## config.mk

```make
export PLATFORM = sky130hd
export DESIGN_NAME = fip_host
export DESIGN_NICKNAME = d
export VERILOG_FILES = /design/src/fip_bus_cycle.v /design/src/fip_host.v
export VERILOG_INCLUDE_DIRS = /design/src
export SDC_FILE = /design/constraint.sdc
export NUM_CORES = 1
export LEC_CHECK = 0
export BUFFER_PORTS_ARGS = -buffer_cell sky130_fd_sc_hd__buf_4
export CAP_MARGIN = 20
export CORE_MARGIN = 2
export CORE_UTILIZATION = 30
export CTS_CLUSTER_DIAMETER = 200
export CTS_CLUSTER_SIZE = 40
export DETAILED_ROUTE_END_ITERATION = 16
export GPL_TIMING_DRIVEN = 0
export HOLD_SLACK_MARGIN = 0.03
export PLACE_DENSITY = 0.5
export SETUP_SLACK_MARGIN = 0.15
export SLEW_MARGIN = 10
export SYNTH_ARGS = -nofsm -noshare
export SYNTH_HDL_FRONTEND = slang
export SYNTH_SLANG_ARGS = --single-unit
```

## constraint.sdc

```tcl
create_clock -name mclk -period 8.6 [get_ports mclk]
set_input_delay 1.72 -clock mclk [delete_from_list [all_inputs] [get_ports mclk]]
set_output_delay 1.72 -clock mclk [all_outputs]
set_load 0.02 [all_outputs]
```

## src/fip_defines.vh

```
// constants for the flash identification and protection host controller
// Summary of operation
// RULE1: device drives identifier codes in identification mode
// RULE2: host holds select line elevated, A6 low
// RULE3: A1A0=00 maker code, 01 device code
// RULE4: A1A0=10 with group address returns 80h/00h
// RULE5: A1A0=11 returns 90h or 10h indicator
// RULE6: identification also reachable by command sequence
// RULE7: protected groups refuse program and erase
// RULE8: group is four sectors, index A22-A18
// RULE9: host protects all groups before unprotect
// RULE10: only reset pin needs elevated level
// RULE11: groups ship unprotected
// RULE12: elevated reset temporarily unprotects groups
// RULE13: separate 256-byte region via enter command
// RULE14: lock indicator fixed, 1 factory locked
// RULE15: enter command overlays first sector until exit
// RULE16: reset or power-up maps first sector normally
// RULE17: factory part holds 16-byte serial, read-only
// RULE18: customer part region writable
// RULE19: refused operation leaves array, reads array
// RULE20: host issues exit after region lock/verify
`ifndef FIP_DEFINES_VH
`define FIP_DEFINES_VH
`define FIP_ADDR_W        23
`define FIP_GROUP_LSB     18
`define FIP_GROUP_MSB     22
`define FIP_SEL_MAKER     2'h0
`define FIP_SEL_DEVICE    2'h1
`define FIP_SEL_PROTECT   2'h2
`define FIP_SEL_LOCK      2'h3
`define FIP_PROT_YES      8'h80
`define FIP_PROT_NO       8'h00
`define FIP_LOCK_FACTORY  8'h90
`define FIP_LOCK_CUSTOMER 8'h10
`define FIP_LOCK_BIT      7
`define FIP_UNLOCK1_ADDR  23'h000AAA
`define FIP_UNLOCK2_ADDR  23'h000555
`define FIP_UNLOCK1_DATA  8'hAA
`define FIP_UNLOCK2_DATA  8'h55
`define FIP_CMD_AUTOSEL   8'h90
`define FIP_CMD_ENTER     8'h88
`define FIP_CMD_EXIT      8'h90
`define FIP_CMD_EXIT2     8'h00
`define FIP_CMD_RESET     8'hF0
`define FIP_ACCESS_NS     120
`define FIP_ACCESS_CYC    (((`FIP_ACCESS_NS) * 10 + 999) / 1000)
`define FIP_PULSE_NS      50
`define FIP_PULSE_CYC     (((`FIP_PULSE_NS) * 10 + 999) / 1000)
`endif

```

## src/fip_bus_cycle.v

```verilog
// one asynchronous read or write cycle on the flash parallel bus
`timescale 1ns/1ps
`default_nettype none
`include "fip_defines.vh"
module fip_bus_cycle #(
	parameter HOLD_CYC = 2
)(
	input  wire                   mclk,
	input  wire                   reset,
	input  wire                   start,
	input  wire                   write,
	input  wire [`FIP_ADDR_W-1:0] addr,
	input  wire [7:0]             wdata,
	input  wire [7:0]             data_in_sync,
	output reg                    busy,
	output reg                    done,
	output reg  [7:0]             rdata,
	output reg  [`FIP_ADDR_W-1:0] addr_pin,
	output reg  [7:0]             data_out,
	output reg                    data_oe,
	output reg                    chip_en_n,
	output reg                    out_en_n,
	output reg                    write_en_n
);
	// extra two cycles cover the input synchroniser delay on reads
	localparam integer LAST_I = HOLD_CYC + 2;
	localparam [7:0] LAST = LAST_I[7:0];
	reg [7:0] cnt;
	always @(posedge mclk or posedge reset)
	begin
		if (reset)
		begin
			busy <= 1'b0;
			done <= 1'b0;
			rdata <= 8'h00;
			addr_pin <= {`FIP_ADDR_W{1'b0}};
			data_out <= 8'h00;
			data_oe <= 1'b0;
			chip_en_n <= 1'b1;
			out_en_n <= 1'b1;
			write_en_n <= 1'b1;
			cnt <= 8'h00;
		end
		else
		begin
			done <= 1'b0;
			if (!busy && start)
			begin
				busy <= 1'b1;
				cnt <= 8'h00;
				addr_pin <= addr;
				data_out <= wdata;
				data_oe <= write;
				chip_en_n <= 1'b0;
				out_en_n <= write;
				write_en_n <= !write;
			end
			else if (busy)
			begin
				cnt <= cnt + 8'h01;
				if (cnt == LAST)
				begin
					// strobes rise together; data stays driven one more cycle for hold
					rdata <= data_in_sync;
					chip_en_n <= 1'b1;
					out_en_n <= 1'b1;
					write_en_n <= 1'b1;
				end
				else if (cnt == LAST + 8'h01)
				begin
					data_oe <= 1'b0;
					busy <= 1'b0;
					done <= 1'b1;
				end
			end
		end
	end
endmodule
`default_nettype wire

```

## src/fip_host.v

```verilog
// host controller for flash identification, group protection status and secure region access
`timescale 1ns/1ps
`default_nettype none
`include "fip_defines.vh"
module fip_host (
	input  wire                   mclk,
	input  wire                   reset,
	input  wire                   req,
	input  wire [2:0]             op,
	input  wire [4:0]             group_in,
	input  wire [`FIP_ADDR_W-1:0] addr_in,
	input  wire [7:0]             wdata_in,
	input  wire                   hv_method,
	input  wire                   temp_unprotect,
	input  wire [7:0]             data_lines_in,
	output reg                    busy,
	output reg                    done,
	output reg  [7:0]             result,
	output reg                    protected_flag,
	output reg                    factory_locked,
	output reg                    region_active,
	output reg  [`FIP_ADDR_W-1:0] addr_pin,
	output reg  [7:0]             data_lines_out,
	output reg                    data_lines_oe,
	output reg                    chip_en_n,
	output reg                    out_en_n,
	output reg                    write_en_n,
	output reg                    elevated_select_level,
	output reg                    reset_elevated,
	output reg                    flash_reset_n
);
	// operations requested by the user side
	localparam [2:0] OP_ID_MAKER   = 3'h0;
	localparam [2:0] OP_ID_DEVICE  = 3'h1;
	localparam [2:0] OP_ID_PROTECT = 3'h2; // RULE4
	localparam [2:0] OP_ID_LOCK    = 3'h3;
	localparam [2:0] OP_ENTER      = 3'h4;
	localparam [2:0] OP_EXIT       = 3'h5;
	localparam [2:0] OP_READ       = 3'h6;
	localparam [2:0] OP_HWRESET    = 3'h7;
	// one-hot states
	localparam [5:0] ST_IDLE = 6'h01;
	localparam [5:0] ST_SEQ  = 6'h02;
	localparam [5:0] ST_WAIT = 6'h04;
	localparam [5:0] ST_RST  = 6'h08;
	localparam [5:0] ST_DONE = 6'h10;
	localparam [5:0] ST_HOLD = 6'h20;
	localparam integer RST_CYC_I = `FIP_PULSE_CYC + 1;
	localparam [7:0] RST_CYC = RST_CYC_I[7:0];
	reg [5:0]             state;
	reg [2:0]             cur_op;
	reg [2:0]             step;
	reg [2:0]             last_step;
	reg [7:0]             rst_cnt;
	reg [`FIP_ADDR_W-1:0] op_addr;
	reg                   cyc_start;
	reg                   cyc_write;
	reg [`FIP_ADDR_W-1:0] cyc_addr;
	reg [7:0]             cyc_data;
	reg [7:0]             data_meta;
	reg [7:0]             data_sync;
	wire                  cyc_done;
	wire [7:0]            cyc_rdata;
	wire [`FIP_ADDR_W-1:0] pin_addr;
	wire [7:0]            pin_dout;
	wire                  pin_oe;
	wire                  pin_ce_n;
	wire                  pin_oe_n;
	wire                  pin_we_n;

	// data pins come from the flash, outside our clock
	always @(posedge mclk or posedge reset)
	begin
		if (reset)
		begin
			data_meta <= 8'h00;
			data_sync <= 8'h00;
		end
		else
		begin
			data_meta <= data_lines_in;
			data_sync <= data_meta;
		end
	end

	fip_bus_cycle #(
		.HOLD_CYC (`FIP_ACCESS_CYC)
	) u_cycle (
		.mclk         (mclk),
		.reset        (reset),
		.start        (cyc_start),
		.write        (cyc_write),
		.addr         (cyc_addr),
		.wdata        (cyc_data),
		.data_in_sync (data_sync),
		.busy         (),
		.done         (cyc_done),
		.rdata        (cyc_rdata),
		.addr_pin     (pin_addr),
		.data_out     (pin_dout),
		.data_oe      (pin_oe),
		.chip_en_n    (pin_ce_n),
		.out_en_n     (pin_oe_n),
		.write_en_n   (pin_we_n)
	);
	// register the pins again so every top output is a flop
	always @(posedge mclk or posedge reset)
	begin
		if (reset)
		begin
			addr_pin <= {`FIP_ADDR_W{1'b0}};
			data_lines_out <= 8'h00;
			data_lines_oe <= 1'b0;
			chip_en_n <= 1'b1;
			out_en_n <= 1'b1;
			write_en_n <= 1'b1;
		end
		else
		begin
			addr_pin <= pin_addr;
			data_lines_out <= pin_dout;
			data_lines_oe <= pin_oe;
			chip_en_n <= pin_ce_n;
			out_en_n <= pin_oe_n;
			write_en_n <= pin_we_n;
		end
	end

	// identification read address: group on top bits, A6 low, A1A0 pick the code
	function [`FIP_ADDR_W-1:0] id_addr;
		input [4:0] grp;
		input [1:0] sel;
		begin
			id_addr = {`FIP_ADDR_W{1'b0}};
			id_addr[`FIP_GROUP_MSB:`FIP_GROUP_LSB] = grp; // RULE4 RULE8
			id_addr[6] = 1'b0; // RULE2
			id_addr[1:0] = sel; // RULE3
		end
	endfunction

	// sequence table: steps 0..1 unlock writes, step 2 a command, step 3 id read or exit zero write, step 4 reset write, step 5 lone read
	always @*
	begin
		cyc_write = 1'b1;
		cyc_addr = `FIP_UNLOCK1_ADDR;
		cyc_data = `FIP_UNLOCK1_DATA;
		case (step)
			3'h1:
			begin
				cyc_addr = `FIP_UNLOCK2_ADDR;
				cyc_data = `FIP_UNLOCK2_DATA;
			end
			3'h2:
			begin
				if (cur_op == OP_ENTER)
					cyc_data = `FIP_CMD_ENTER; // RULE13
				else if (cur_op == OP_EXIT)
					cyc_data = `FIP_CMD_EXIT; // RULE20
				else
					cyc_data = `FIP_CMD_AUTOSEL; // RULE6
			end
			3'h3:
			begin
				// exit needs a trailing zero write; id ops read here
				cyc_write = (cur_op == OP_EXIT);
				cyc_addr = (cur_op == OP_EXIT) ? {`FIP_ADDR_W{1'b0}} : op_addr;
				cyc_data = `FIP_CMD_EXIT2;
			end
			3'h4:
			begin
				// leave identification mode so array reads resume
				cyc_data = `FIP_CMD_RESET;
			end
			default:
			begin
				cyc_write = (step == 3'h0); // step 0 is the first unlock write, step 5 the lone read
				cyc_addr = (step == 3'h0) ? `FIP_UNLOCK1_ADDR : op_addr;
			end
		endcase
	end

	// main sequencer
	always @(posedge mclk or posedge reset)
	begin
		if (reset)
		begin
			state <= ST_IDLE;
			cur_op <= OP_ID_MAKER;
			step <= 3'h0;
			last_step <= 3'h0;
			rst_cnt <= 8'h00;
			op_addr <= {`FIP_ADDR_W{1'b0}};
			cyc_start <= 1'b0;
			busy <= 1'b0;
			done <= 1'b0;
			result <= 8'h00;
			protected_flag <= 1'b0;
			factory_locked <= 1'b0;
			region_active <= 1'b0; // RULE16
			elevated_select_level <= 1'b0;
			reset_elevated <= 1'b0;
			flash_reset_n <= 1'b0;
		end
		else
		begin
			cyc_start <= 1'b0;
			done <= 1'b0;
			flash_reset_n <= 1'b1;
			// elevated reset is the only high level for protection work
			reset_elevated <= temp_unprotect; // RULE10 RULE12
			case (state)
				ST_IDLE:
				begin
					if (req)
					begin
						busy <= 1'b1;
						cur_op <= op;
						op_addr <= (op == OP_READ) ? addr_in : id_addr(group_in, op[1:0]);
						if (op == OP_HWRESET)
						begin
							rst_cnt <= 8'h00;
							state <= ST_RST;
						end
						else if (op == OP_READ || (op[2] == 1'b0 && hv_method))
						begin
							// programming-equipment path and plain array reads: single read, no commands
							elevated_select_level <= !op[2]; // RULE2
							step <= 3'h5;
							last_step <= 3'h5;
							state <= ST_HOLD;
						end
						else
						begin
							step <= 3'h0;
							last_step <= (op[2] == 1'b0) ? 3'h4 : ((op == OP_EXIT) ? 3'h3 : 3'h2);
							state <= ST_SEQ;
						end
					end
				end
				ST_HOLD:
				begin
					// give the select level one cycle to settle before the read
					state <= ST_SEQ;
				end
				ST_SEQ:
				begin
					cyc_start <= 1'b1;
					state <= ST_WAIT;
				end
				ST_WAIT:
				begin
					if (cyc_done)
					begin
						if (step == 3'h3 && cur_op[2] == 1'b0 || step == 3'h5)
							result <= cyc_rdata; // RULE1
						if (step == last_step)
							state <= ST_DONE;
						else
						begin
							step <= step + 3'h1;
							state <= ST_SEQ;
						end
					end
				end
				ST_RST:
				begin
					flash_reset_n <= 1'b0;
					rst_cnt <= rst_cnt + 8'h01;
					if (rst_cnt == RST_CYC)
					begin
						region_active <= 1'b0; // RULE16
						state <= ST_DONE;
					end
				end
				ST_DONE:
				begin
					elevated_select_level <= 1'b0;
					busy <= 1'b0;
					done <= 1'b1;
					if (cur_op == OP_ENTER)
						region_active <= 1'b1; // RULE15
					if (cur_op == OP_EXIT)
						region_active <= 1'b0; // RULE20
					if (cur_op == OP_ID_PROTECT)
						protected_flag <= (result == `FIP_PROT_YES); // RULE4
					if (cur_op == OP_ID_LOCK)
						factory_locked <= result[`FIP_LOCK_BIT]; // RULE5 RULE14
					state <= ST_IDLE;
				end
				default:
				begin
					state <= ST_IDLE;
				end
			endcase
		end
	end
endmodule
`default_nettype wire

```

==> results of run 1 <==
layer usage:
| layer | vias up | GRT usage, % | share of wire, % |
|---|---|---|---|
| li1 | 2185 | - | - |
| met1 | 2230 | 17.4 | 47 |
| met2 | 92 | 21.1 | 47 |
| met3 | 15 | 3.55 | 4.2 |
| met4 | 0 | 4.16 | 1.3 |
| met5 | - | 0 | 0 |
power by group through the flow:
| stage | clock network [mW] | registers (mW) | logic [mW] |
|---|---|---|---|
| after floorplan | 0 | 1.21 | 0.419 |
| after global placement | 0 | 1.18 | 0.702 |
| after detailed placement | 0 | 1.18 | 0.718 |
| after CTS | 0.790 | 1.17 | 0.721 |
| after global routing | 0.824 | 1.20 | 0.795 |
| final | 0.770 | 1.17 | 0.710 |
flip-flops by register name (all words and copies together), names as in the netlist, 7 cells and up:
signal            count
data_lines_out        7
u_cycle.addr_pin     23
u_cycle.data_out      7
u_cycle.cnt           8
addr_pin             23
u_cycle.rdata         8
data_sync             8
data_meta             8
result                8
op_addr              23
rst_cnt               8
metrics by stage:
stage	total power, mW	util [%]	cell area (um^2)	std cells
finish	2.65	38.6	8160	968
global placement	1.88	35.6	7530	935
global route	2.82	38.6	8160	968
floorplan	1.63	-	6490	568
CTS	2.68	38.6	8160	968
detailed placement	1.90	35.7	7560	936
cell type report:
cell class              instances  area [um^2]  share of cell area (%)
clock inverters                13          160                    1.96
well taps                     275          344                    4.21
clock buffers                  19          443                    5.43
inverters                      16         67.6                   0.828
multi-input cells             360         2190                    26.8
plain buffers                  27          106                    1.30
repair buffers                 93          718                    8.80
flip-flops and latches        165         4140                    50.7
how the worst max path moves through the flow:
stage	end	slack, ns
after floorplan	addr_pin[0]$_DFF_PP0_	2.43
after global placement	rst_cnt[7]$_DFFE_PP0P_	0.74
after detailed placement	op_addr[22]$_DFFE_PP0P_	5.06
after CTS	op_addr[22]$_DFFE_PP0P_	5.51
after global routing	op_addr[18]$_DFFE_PP0P_	5.34
final	op_addr[22]$_DFFE_PP0P_	5.54
critical path, cell delays in order:
cell and delay, ns:
clkbuf_1 0.28, and3b_1 0.20, clkbuf_1 0.35, clkbuf_1 0.42, mux2i_1 0.30, o21ai_1 0.08
synthesized netlist by cell type (4+ instances only):
master and count:
o21ai_0 25, mux2_1 8, o21ai_1 17, nand2_1 103, nand2b_1 4, xor2_1 6, nor2b_1 9, dfrtp_1 158
or3_1 4, a21oi_1 15, nand3_1 30, and2_1 6, and3_1 4, inv_1 14, mux2i_1 7, nor2_1 21
ha_1 10, mux2_2 13, nor3_1 6, dfstp_2 7, nand4_1 6, o31ai_1 13, clkbuf_1 25, a22o_1 5
logic make-up (layout without fill, tap and decap cells):
logic type | Yosys count | count (layout) | share of synthesized area [%]
AND/OR/NAND/NOR | 211 | 211 | 15.8
flip-flops | 165 | 165 | 63.7
AO/OA/AOI/OAI | 102 | 102 | 10.0
buffers and inverters | 43 | 168 | 2.56
multiplexers | 28 | 28 | 4.72
adder cells (fa/ha/maj) | 10 | 10 | 1.93
XOR/XNOR | 9 | 9 | 1.21
==> metrics.md, run 1 <==
| Metric | Value |
|---|---|
| Sequential power share | 44.1% |
| Largest cells by area after synthesis | dfrtp_1, nand2_1, dfstp_2 |
| Sw Ratio | 33.8% |
| Routed WL per cell | 14.8 um |
| Setup WS pre-CTS | 5.06 ns |
| Nets | 742 |
| Setup_tns | 0 ns |
| Fmax | 326 MHz |
| Yosys top cell area share | 60.9% |
| Clock network fraction of total power | 29.1% |
| Num CTS Buffers | 17 |
| Fin crit period | 3.06 ns |
| Post-DP HPWL | 10.3 mm |
| Number of global-route vias before repair | 4506 |
| ANT cells | 0 |
| Max transition margin | 54.0% |
| Grt total ovfl | 0 |
| Hold Path End | data_sync[0]$_DFF_PP0_ |
| HP Class | reg2reg |
| Max cap viols | 0 |
| Synth Flop Type | dfrtp_1 |
| CTS tree | built |
| Number of I/O pins | 103 |
| Worst-skew pair later-pin latency | 0.42 ns |
| Worst reg2reg startpoint | step[2]$_DFFE_PP0P_ |
| Core footprint | 0.0212 mm^2 |
| Die Area | 0.0228 mm^2 |
| CP startpoint kind | input pin |
| Post_cts resized | 0 |
| Netlist cell types | 59 |
| CP Max Fanout | 10 |
| Routed Antenna Nets | 0 |
| CTS HTree Levels | 4 |
| Biggest area consumer among synthesized cells | dfrtp_1 |
| Die Span X | 151 um |
| Overall routed net length | 14.4 mm |
| Outcome | finished, final reports clean |
| Power Dens Cells | 324 mW/mm^2 |
| Worst Tran Pin Value | 0.689 ns |
| Port bufs | 92 |
| Clk_skew | 0.00973 ns |
| Final setup fails | 0 |
| First-pass GRT wire length | 23.2 mm |
| DIE HEIGHT | 151 um |
| Filler Cell Count | 2084 |
| Fin crit share | 35.6% |
| LEAKAGE | 3.87 nW |
| Internal | 1.75 mW |
| Syn_nets | 630 |
| DRT Pass-1 Iters | 6 |
| Syn Area/Cell | 11.4 um^2 |
| Area growth syn-to-layout | 25.8% |
| FF-to-FF path depth | 9 |
| DRC Markers | 0 |
| Asr flop ratio synth | 100% |
| Clock Tree Root | clkbuf_16 |
| Seq/Total Area, Yosys | 63.7% |
| Peak supply drop | 0.000141 V |
| Standard-cell row count | 53 |
| Critical path origin | op[2] |
| Largest net degree at the start of global routing | 85 |
| Reg-to-reg setup timing slack | 6.01 ns |
| Warnings, synthesis | 0 |
| Combinational share of power | 26.8% |
| Sw power | 0.895 mW |
| RR Endpoint | u_cycle.addr_pin[22]$_DFFE_PP0P_ |
| Layout cell share with drive strength beyond 1 | 22.1% |
| Initial antenna violation count | 0 |
| RSZ-0062 raised after global routing | false |
| TritonCTS sink count | 165 |
| Most frequent cells in the layout | dfrtp_1, nand2_1, buf_4 |
| Hold Fails Final Rpt | 0 |
| Hold Crit Start | data_meta[0]$_DFF_PP0_ |
| Worst Hold Depth | 0 |
| Crit end category | register |
| Vias per cell | 4.67 |
| PnR worst setup slack | 5.54 ns |
| CP required | 8.89 ns |
| Vias | 4522 |
| Global placement routability congestion | 0.754 |
| Data arrival, critical path | 3.35 ns |
| 1st-iter DRT viols | 204 |
| Clk slew on worst S/H paths | 0.07 ns |
| Initial Utilization | 30.7% |
| Commonest non-fill, non-tap cell in the layout | dfrtp_1 |
| Max-slew violations | 0 |
| Critical path type | in2reg |
| # hold bufs at CTS | 0 |
| Post-synthesis cell count | 568 |
| Mapped cell area | 0.00649 mm^2 |
| Hold WS | 0.348 ns |
| Register bit total from synthesis | 165 |
| Number of synthesized flops with an enable pin | 0 |
| Setup Buffers After CTS | 0 |
| Clock buffer depth | 2 |
| Tot GR Track Use | 13.1% |
No activity file was read; power rests on OpenSTA's default activity.
==> run 2, diff against run 1 <==
==> constraint.sdc (replaced) <==
create_clock -name mclk -period 2.9 [get_ports mclk]
set_input_delay 0.58 -clock mclk [delete_from_list [all_inputs] [get_ports mclk]]
set_output_delay 0.58 -clock mclk [all_outputs]
set_load 0.02 [all_outputs]
==> run 2 against run 1 <==
  * Sequential cell count stayed put
  * Critical path depth rose by 3
  * Clock power grew to 2.9 times the previous value
  * Sequential share of layout area fell by 0.47 points
  * Final area grew 0.93%
  * Routed wire length up 1.6%
  * Utilization increased by 0.36 points
  * Via count down 0.15%
  * Power rose to 3.0 times the previous value
  * Combinational power rose to 3.0 times the previous value
==> metrics.md, run 2 (synthesized netlist as in run 1, its figures left out) <==
| Metric | Value |
|---|---|
| DRT Pass-1 Iters | 4 (-2) |
| Power Dens Cells | 953 mW/mm^2 (+190%) |
| Routed Antenna Nets | 0 (unchanged) |
| Largest delay share family, worst path | buffers and inverters |
| Sw Ratio | 34.6% (+0.77 points) |
| Worst Tran Pin Value | 0.638 ns (-0.0510 ns) |
| Met3 GRT Util | 3.31% (-0.24 points) |
| Worst path cell trace | clkbuf_1, inv_1, ha_1, nor2_1, a22o_1, clkbuf_1, clkbuf_2, nand2_1, o21ai_0 |
| Hold Fails Final Rpt | 0 (unchanged) |
| CP Buf/Inv Count | 4 (+1) |
| Vias per cell | 4.65 (-0.57%) |
| CP required | 3.25 ns (-5.64 ns) |
| Sw power | 2.72 mW (+200%) |
| Critical path's slowest cell | dfrtp_1 |
| Fmax | 402 MHz |
| Fin crit period | 2.49 ns |
| Number of global-route vias before repair | 4451 (-1.2%) |
| M1 GR Usage | 17.9% (+0.56 points) |
| Setup Buffers After CTS | 0 (unchanged) |
| Clock Tree Root | clkbuf_16 |
| Slowest stage delay, CP | 0.41 ns (about the same) |
| Max-slew violations | 0 (unchanged) |
| Die Area | 0.0228 mm^2 (unchanged) |
| Routed WL per cell | 15.0 um (+1.2%) |
| Sequential power share | 44.1% (about the same) |
| CTS HTree Levels | 4 (unchanged) |
| Global placement routability congestion | 0.754 (about the same) |
| DIE HEIGHT | 151 um (unchanged) |
| Combinational share of power | 27.0% (+0.2 points) |
| LEAKAGE | 3.90 nW (+0.92%) |
| Max cap viols | 0 (unchanged) |
| Core footprint | 0.0212 mm^2 (unchanged) |
| Layout cell share with drive strength beyond 1 | 22.8% (+0.73 points) |
| Initial Utilization | 30.7% (unchanged) |
| PnR worst setup slack | 0.410 ns (-5.13 ns) |
| Largest registers | addr_pin x23, op_addr x23, u_cycle.addr_pin x23 |
| Port bufs | 92 (unchanged) |
| TritonCTS sink count | 165 (unchanged) |
| Layout Utilization | 39.0% (+0.36 points) |
| GR Util met2 | 21.2% (+0.11 points) |
| Setup WS pre-CTS | 0.241 ns (-4.82 ns) |
| Critical Path Most Common Cell | clkbuf_1 |
| Nets | 746 (+0.54%) |
| Number of I/O pins | 103 (unchanged) |
| Post-DP HPWL | 10.8 mm (+4.5%) |
| CP startpoint kind | register |
| Most Crowded Layer GR | met2 |
| Largest net degree at the start of global routing | 35 (-59%) |
| Peak supply drop | 0.000438 V (+210%) |
| CP Max Fanout | 10 (unchanged) |
| HP Class | in2async |
| Crit end category | register |
| Critical path type | reg2reg |
| First-pass GRT wire length | 23.4 mm (+0.65%) |
| CTS tree | built |
| RSZ-0062 raised after global routing | false |
| Clk_skew | 0.0102 ns (+0.000491 ns) |
| Data arrival, critical path | 2.83 ns (-0.52 ns) |
| Final setup fails | 0 (unchanged) |
| Commonest non-fill, non-tap cell in the layout | dfrtp_1 |
| Worst-skew pair later-pin latency | 0.43 ns (about the same) |
| Internal | 5.14 mW (+190%) |
| Placed insts | 940 (+0.43%) |
| Initial antenna violation count | 0 (unchanged) |
| Num CTS Buffers | 17 (unchanged) |
| DRC Markers | 0 (unchanged) |
| Clk slew on worst S/H paths | 0.07 ns (about the same) |
| ANT cells | 0 (unchanged) |
| Clock network fraction of total power | 28.9% (-0.2 points) |
| 1st-iter DRT viols | 191 (-6.4%) |
| Standard-cell row count | 53 (unchanged) |
| Max transition margin | 57.4% (+3.4 points) |
| Vias | 4515 (-0.15%) |
| Setup_tns | 0 ns (unchanged) |
| Fin crit share | 85.8% |
| Overall routed net length | 14.6 mm (+1.6%) |
| Die Span X | 151 um (unchanged) |
| Outcome | finished, final reports clean |
| Grt total ovfl | 0 (unchanged) |
| Fin cells | 972 (+0.41%) |
| Most frequent cells in the layout | dfrtp_1, nand2_1, buf_4 |
| Clock buffer depth | 2 (unchanged) |
| Tot GR Track Use | 13.3% (+0.19 points) |
| Area growth syn-to-layout | 26.9% |
-- run 2: cell types whose count changed in the layout (fill, tap and decap cells not counted) --
cell        previous run  this run
buf_12                 0         4
bufinv_16              2         1
clkbuf_1              26        24
clkbuf_2               0         1
clkinv_8               0         1
clkinvlp_4             3         4
inv_6                  4         2
inv_8                  4         6
-- run 2: worst register-to-register path, stage by stage (launching register included) --
cell      delay, ns
dfrtp_1        0.41
clkbuf_1       0.34
inv_1          0.19
ha_1           0.31
nor2_1         0.11
a22o_1         0.14
clkbuf_1       0.34
clkbuf_2       0.31
nand2_1        0.12
o21ai_0        0.15
-- run 2: final timing paths --
check                                                         to  slack (ns)                    from  depth (start not counted)
worst min-delay path                       addr_pin[3]$_DFF_PP0_        0.17                   reset                          2
worst max-delay path            u_cycle.addr_pin[22]$_DFFE_PP0P_        0.41     step[2]$_DFFE_PP0P_                          9
min in group mclk                         data_meta[4]$_DFF_PP0_        0.25        data_lines_in[4]                          1
max in group asynchronous                   state[0]$_DFFE_PP1P_        1.49                   reset                          6
worst min register to register            data_sync[7]$_DFF_PP0_        0.35  data_meta[7]$_DFF_PP0_                          0
worst max register to register  u_cycle.addr_pin[22]$_DFFE_PP0P_        0.41     step[2]$_DFFE_PP0P_                          9
-- run 2: metrics by stage --
stage | hold slack [ns] | power (mW) | cell area [um^2]
global placement | 0.332 | 5.57 | 7530
floorplan | 0.331 | 4.82 | 6490
CTS | 0.170 | 7.95 | 8240
finish | 0.174 | 7.86 | 8240
detailed placement | 0.335 | 5.66 | 7640
global route | 0.191 | 8.36 | 8240
-- run 2: metal layers --
layer	vias up	wire length, um
met1	2208	6900
met3	17	592
met5	-	0
met4	0	192
li1	2203	-
met2	87	6900
-- run 2: final cells by class --
cell class	count	area, um^2
timing repair buffer	97	798
buffer	27	108
tap	275	344
clock inverter	14	163
multi-input combinational	360	2190
fill	2059	12900
inverter	16	63.8
clock buffer	18	439
sequential	165	4140
-- run 2: repair_timing --
item,CTS,global route
resized for setup,0,2
endpoints found under the setup margin,0,10
hold buffers,0,0
endpoints found under the hold margin,0,0
-- run 2: power by group through the flow --
stage / sequential [mW] / combinational [mW] / clock, mW
2_1_floorplan: 3.58 / 1.24 / 0
3_3_place_gp: 3.49 / 2.08 / 0
3_5_place_dp: 3.51 / 2.14 / 0
4_1_cts: 3.47 / 2.15 / 2.33
5_1_grt: 3.56 / 2.37 / 2.43
6_report: 3.47 / 2.12 / 2.27
==> run 3, diff against run 2 <==
--- a/config.mk
+++ b/config.mk
@@ -20,4 +20,5 @@
 export SLEW_MARGIN = 10
 export SYNTH_ARGS = -nofsm -noshare
 export SYNTH_HDL_FRONTEND = slang
+export SYNTH_HIERARCHICAL = 1
 export SYNTH_SLANG_ARGS = --single-unit
==> run 3 against run 2 <==
  * Fmax rose by 3.8%
  * Power down 39%
  * Critical path depth unchanged
  * Sequential cell count grew 2
  * Worst setup slack better by 0.090 ns
  * Sequential share of layout area shrank 0.52 points
  * Synthesized cell count rose by 5.6%
  * Hold slack worse by 0.012 ns
  * Final area increased by 2.3%
  * Clock-buffer cell count unchanged
  * Routed wire length grew 4.2%
  * Register-to-register slack better by 0.09 ns
  * Largest power group unchanged
==> metrics.md, run 3 <==
| Metric | Value |
|---|---|
| Max cap viols | 0 (unchanged) |
| CP startpoint kind | register |
| Critical path type | reg2reg |
| Largest cells by area after synthesis | dfrtp_1, nand2_1, dfstp_2 |
| ANT cells | 0 (unchanged) |
| Core footprint | 0.0218 mm^2 (+3.2%) |
| Largest net degree at the start of global routing | 37 (+5.7%) |
| Fin crit share | 82.7% (-3.1 points) |
| Number of synthesized flops with an enable pin | 0 (unchanged) |
| PnR worst setup slack | 0.501 ns (+0.0900 ns) |
| Wire length on met1 | 7.13 mm (+3.2%) |
| Number of global-route vias before repair | 4804 (+7.9%) |
| LEAKAGE | 4.28 nW (+9.6%) |
| Global placement routability congestion | 0.757 (+0.41%) |
| Area growth syn-to-layout | 26.0% |
| Yosys top cell area share | 59.9% (-1.1 points) |
| Clk_skew | 0.00662 ns (-0.00360 ns) |
| Fmax | 417 MHz (+3.8%) |
| Initial antenna violation count | 0 (unchanged) |
| CTS tree | built |
| FF-to-FF path depth | 9 (unchanged) |
| Netlist cell types | 60 (+1.7%) |
| Crit end category | register |
| Routed met2 length | 7.22 mm (+4.6%) |
| Warnings, synthesis | 6 (+6) |
| Worst-skew pair later-pin latency | 0.42 ns (about the same) |
| Reg-to-reg setup timing slack | 0.50 ns (+0.09 ns) |
| Outcome | finished, final reports clean |
| DRT Pass-1 Iters | 5 (+1) |
| Setup Buffers After CTS | 0 (unchanged) |
| Routed WL per cell | 15.1 um (+0.58%) |
| Max-slew violations | 0 (unchanged) |
| Die Span X | 153 um (+1.5%) |
| Data arrival, critical path | 2.74 ns (-0.09 ns) |
| Peak supply drop | 0.000386 V (-12%) |
| Mapped cell area | 0.00669 mm^2 (+3.0%) |
| Post-DP HPWL | 10.9 mm (+1.1%) |
| RSZ-0062 raised after global routing | false |
| Number of I/O pins | 103 (unchanged) |
| Setup WS pre-CTS | 0.0302 ns (-0.211 ns) |
| CTS HTree Levels | 4 (unchanged) |
| Clk slew on worst S/H paths | 0.07 ns (about the same) |
| Clock buffer depth | 2 (unchanged) |
| Standard-cell row count | 54 (+1.9%) |
| Seq/Total Area, Yosys | 62.6% (-1.1 points) |
| DRC Markers | 0 (unchanged) |
| Total chip power | 4.77 mW (-39%) |
| Max transition margin | 57.2% (-0.28 points) |
| Syn Area/Cell | 11.1 um^2 (-2.5%) |
| Asr flop ratio synth | 100% (unchanged) |
| Fin crit period | 2.40 ns (-0.0900 ns) |
| First-pass GRT wire length | 25.2 mm (+7.9%) |
| Most frequent cells in the layout | dfrtp_1, nand2_1, buf_4 |
| Commonest non-fill, non-tap cell in the layout | dfrtp_1 |
| Clock Tree Root | clkbuf_16 |
| Most frequent cell after synthesis | dfrtp_1 |
| Num CTS Buffers | 17 (unchanged) |
| Setup_tns | 0 ns (unchanged) |
| Largest registers | addr_pin x23, op_addr x23, u_cycle/addr_pin x23 |
| Port bufs | 92 (unchanged) |
| Top sig layer | met4 |
| Biggest area consumer among synthesized cells | dfrtp_1 |
| Nets | 777 (+4.2%) |
| Hold Fails Final Rpt | 0 (unchanged) |
| Register bit total from synthesis | 167 (+1.2%) |
| HP Class | in2async |
| TritonCTS sink count | 167 (+1.2%) |
| Tot GR Track Use | 13.6% (+0.23 points) |
| WL met3 | 722 um (+22%) |
| Syn_nets | 662 (+5.1%) |
| Die Area | 0.0235 mm^2 (+3.0%) |
| Power Dens Cells | 566 mW/mm^2 (-41%) |
| Initial Utilization | 30.7% (-0.035 points) |
| Overall routed net length | 15.2 mm (+4.2%) |
| CP required | 3.24 ns (about the same) |
| Layout cell share with drive strength beyond 1 | 24.2% (+1.4 points) |
| Most frequent cells after synthesis | dfrtp_1, nand2_1, o21ai_0, nor2_1, and2_1 |
| Vias per cell | 4.60 (-1.1%) |
| Vias | 4628 (+2.5%) |
| Grt total ovfl | 0 (unchanged) |
| Post-synthesis cell count | 600 (+5.6%) |
| DIE HEIGHT | 153 um (+1.5%) |
| Final setup fails | 0 (unchanged) |
| Synth Flop Type | dfrtp_1 |
| CP Max Fanout | 10 (unchanged) |
| 1st-iter DRT viols | 204 (+6.8%) |
| Routed Antenna Nets | 0 (unchanged) |
| Worst Tran Pin Value | 0.642 ns (+0.00417 ns) |
run 3: worst paths after layout:
path	start	end
max	step[0]$_DFFE_PP0P_	u_cycle/write_en_n$_DFFE_PP1P_
min	reset	result[5]$_DFFE_PP0P_
max reg2reg	step[0]$_DFFE_PP0P_	u_cycle/write_en_n$_DFFE_PP1P_
min reg2reg	data_meta[5]$_DFF_PP0_	data_sync[5]$_DFF_PP0_
max in group asynchronous	reset	addr_pin[5]$_DFF_PP0_
min in group mclk	data_lines_in[6]	data_meta[6]$_DFF_PP0_
run 3: repair_timing:
item                                    in CTS  in global routing
gates resized for setup                      1                  3
endpoints found under the setup margin       3                  3
endpoints found under the hold margin        0                  0
gates cloned                                 0                  0
hold buffers                                 0                  0
run 3: metal layers:
metal,vias up,global-route usage (%)
li1,2251,-
met1,2275,18.2
met2,96,21.7
met3,6,3.52
met4,0,3.97
met5,-,0
run 3: where the power goes:
part	total, mW	switching [mW]	internal, mW
sequential	2.34	0.00320	2.34
combinational	0.135	0.0796	0.0556
clock	2.29	0.975	1.32
total	4.77	1.06	3.71
run 3: critical path: stages (launching register included):
cell      delay [ns]
dfrtp_1         0.43
inv_1           0.11
ha_1            0.23
nand2_1         0.15
o211ai_1        0.27
o21ai_4         0.38
clkbuf_2        0.29
o211ai_1        0.12
nand2_1         0.14
a21boi_0        0.19
run 3: cell families (layout without fill, tap and decap cells):
| logic type | count (synthesis) | after routing | synth area share, % |
|---|---|---|---|
| fa+ha+maj | 10 | 10 | 1.87 |
| compound gates | 85 | 85 | 8.06 |
| simple gates | 262 | 262 | 18.9 |
| buf+inv | 40 | 167 | 2.54 |
| flops | 167 | 167 | 62.6 |
| mux | 27 | 27 | 4.79 |
| xor+xnor | 9 | 9 | 1.18 |
run 3: cell type report:
class | count | area [um^2]
fillers | 2148 | 13400
plain buffers | 25 | 113
well taps | 280 | 350
repair buffers | 96 | 771
clock inverters | 13 | 161
inverters | 15 | 62.6
multi-input cells | 393 | 2340
clock buffers | 18 | 439
flip-flops and latches | 167 | 4190
run 3: stage by stage:
| step | hold slack, ns | std cells | instance area (um^2) | utilization, % |
|---|---|---|---|---|
| final | 0.162 | 1007 | 8430 | 38.6 |
| after global routing | 0.168 | 1007 | 8430 | 38.6 |
| after CTS | 0.158 | 1007 | 8420 | 38.6 |
| after detailed placement | 0.338 | 976 | 7810 | 35.8 |
| after global placement | 0.336 | 972 | 7730 | 35.4 |
| after floorplan | 0.331 | 600 | 6690 | - |
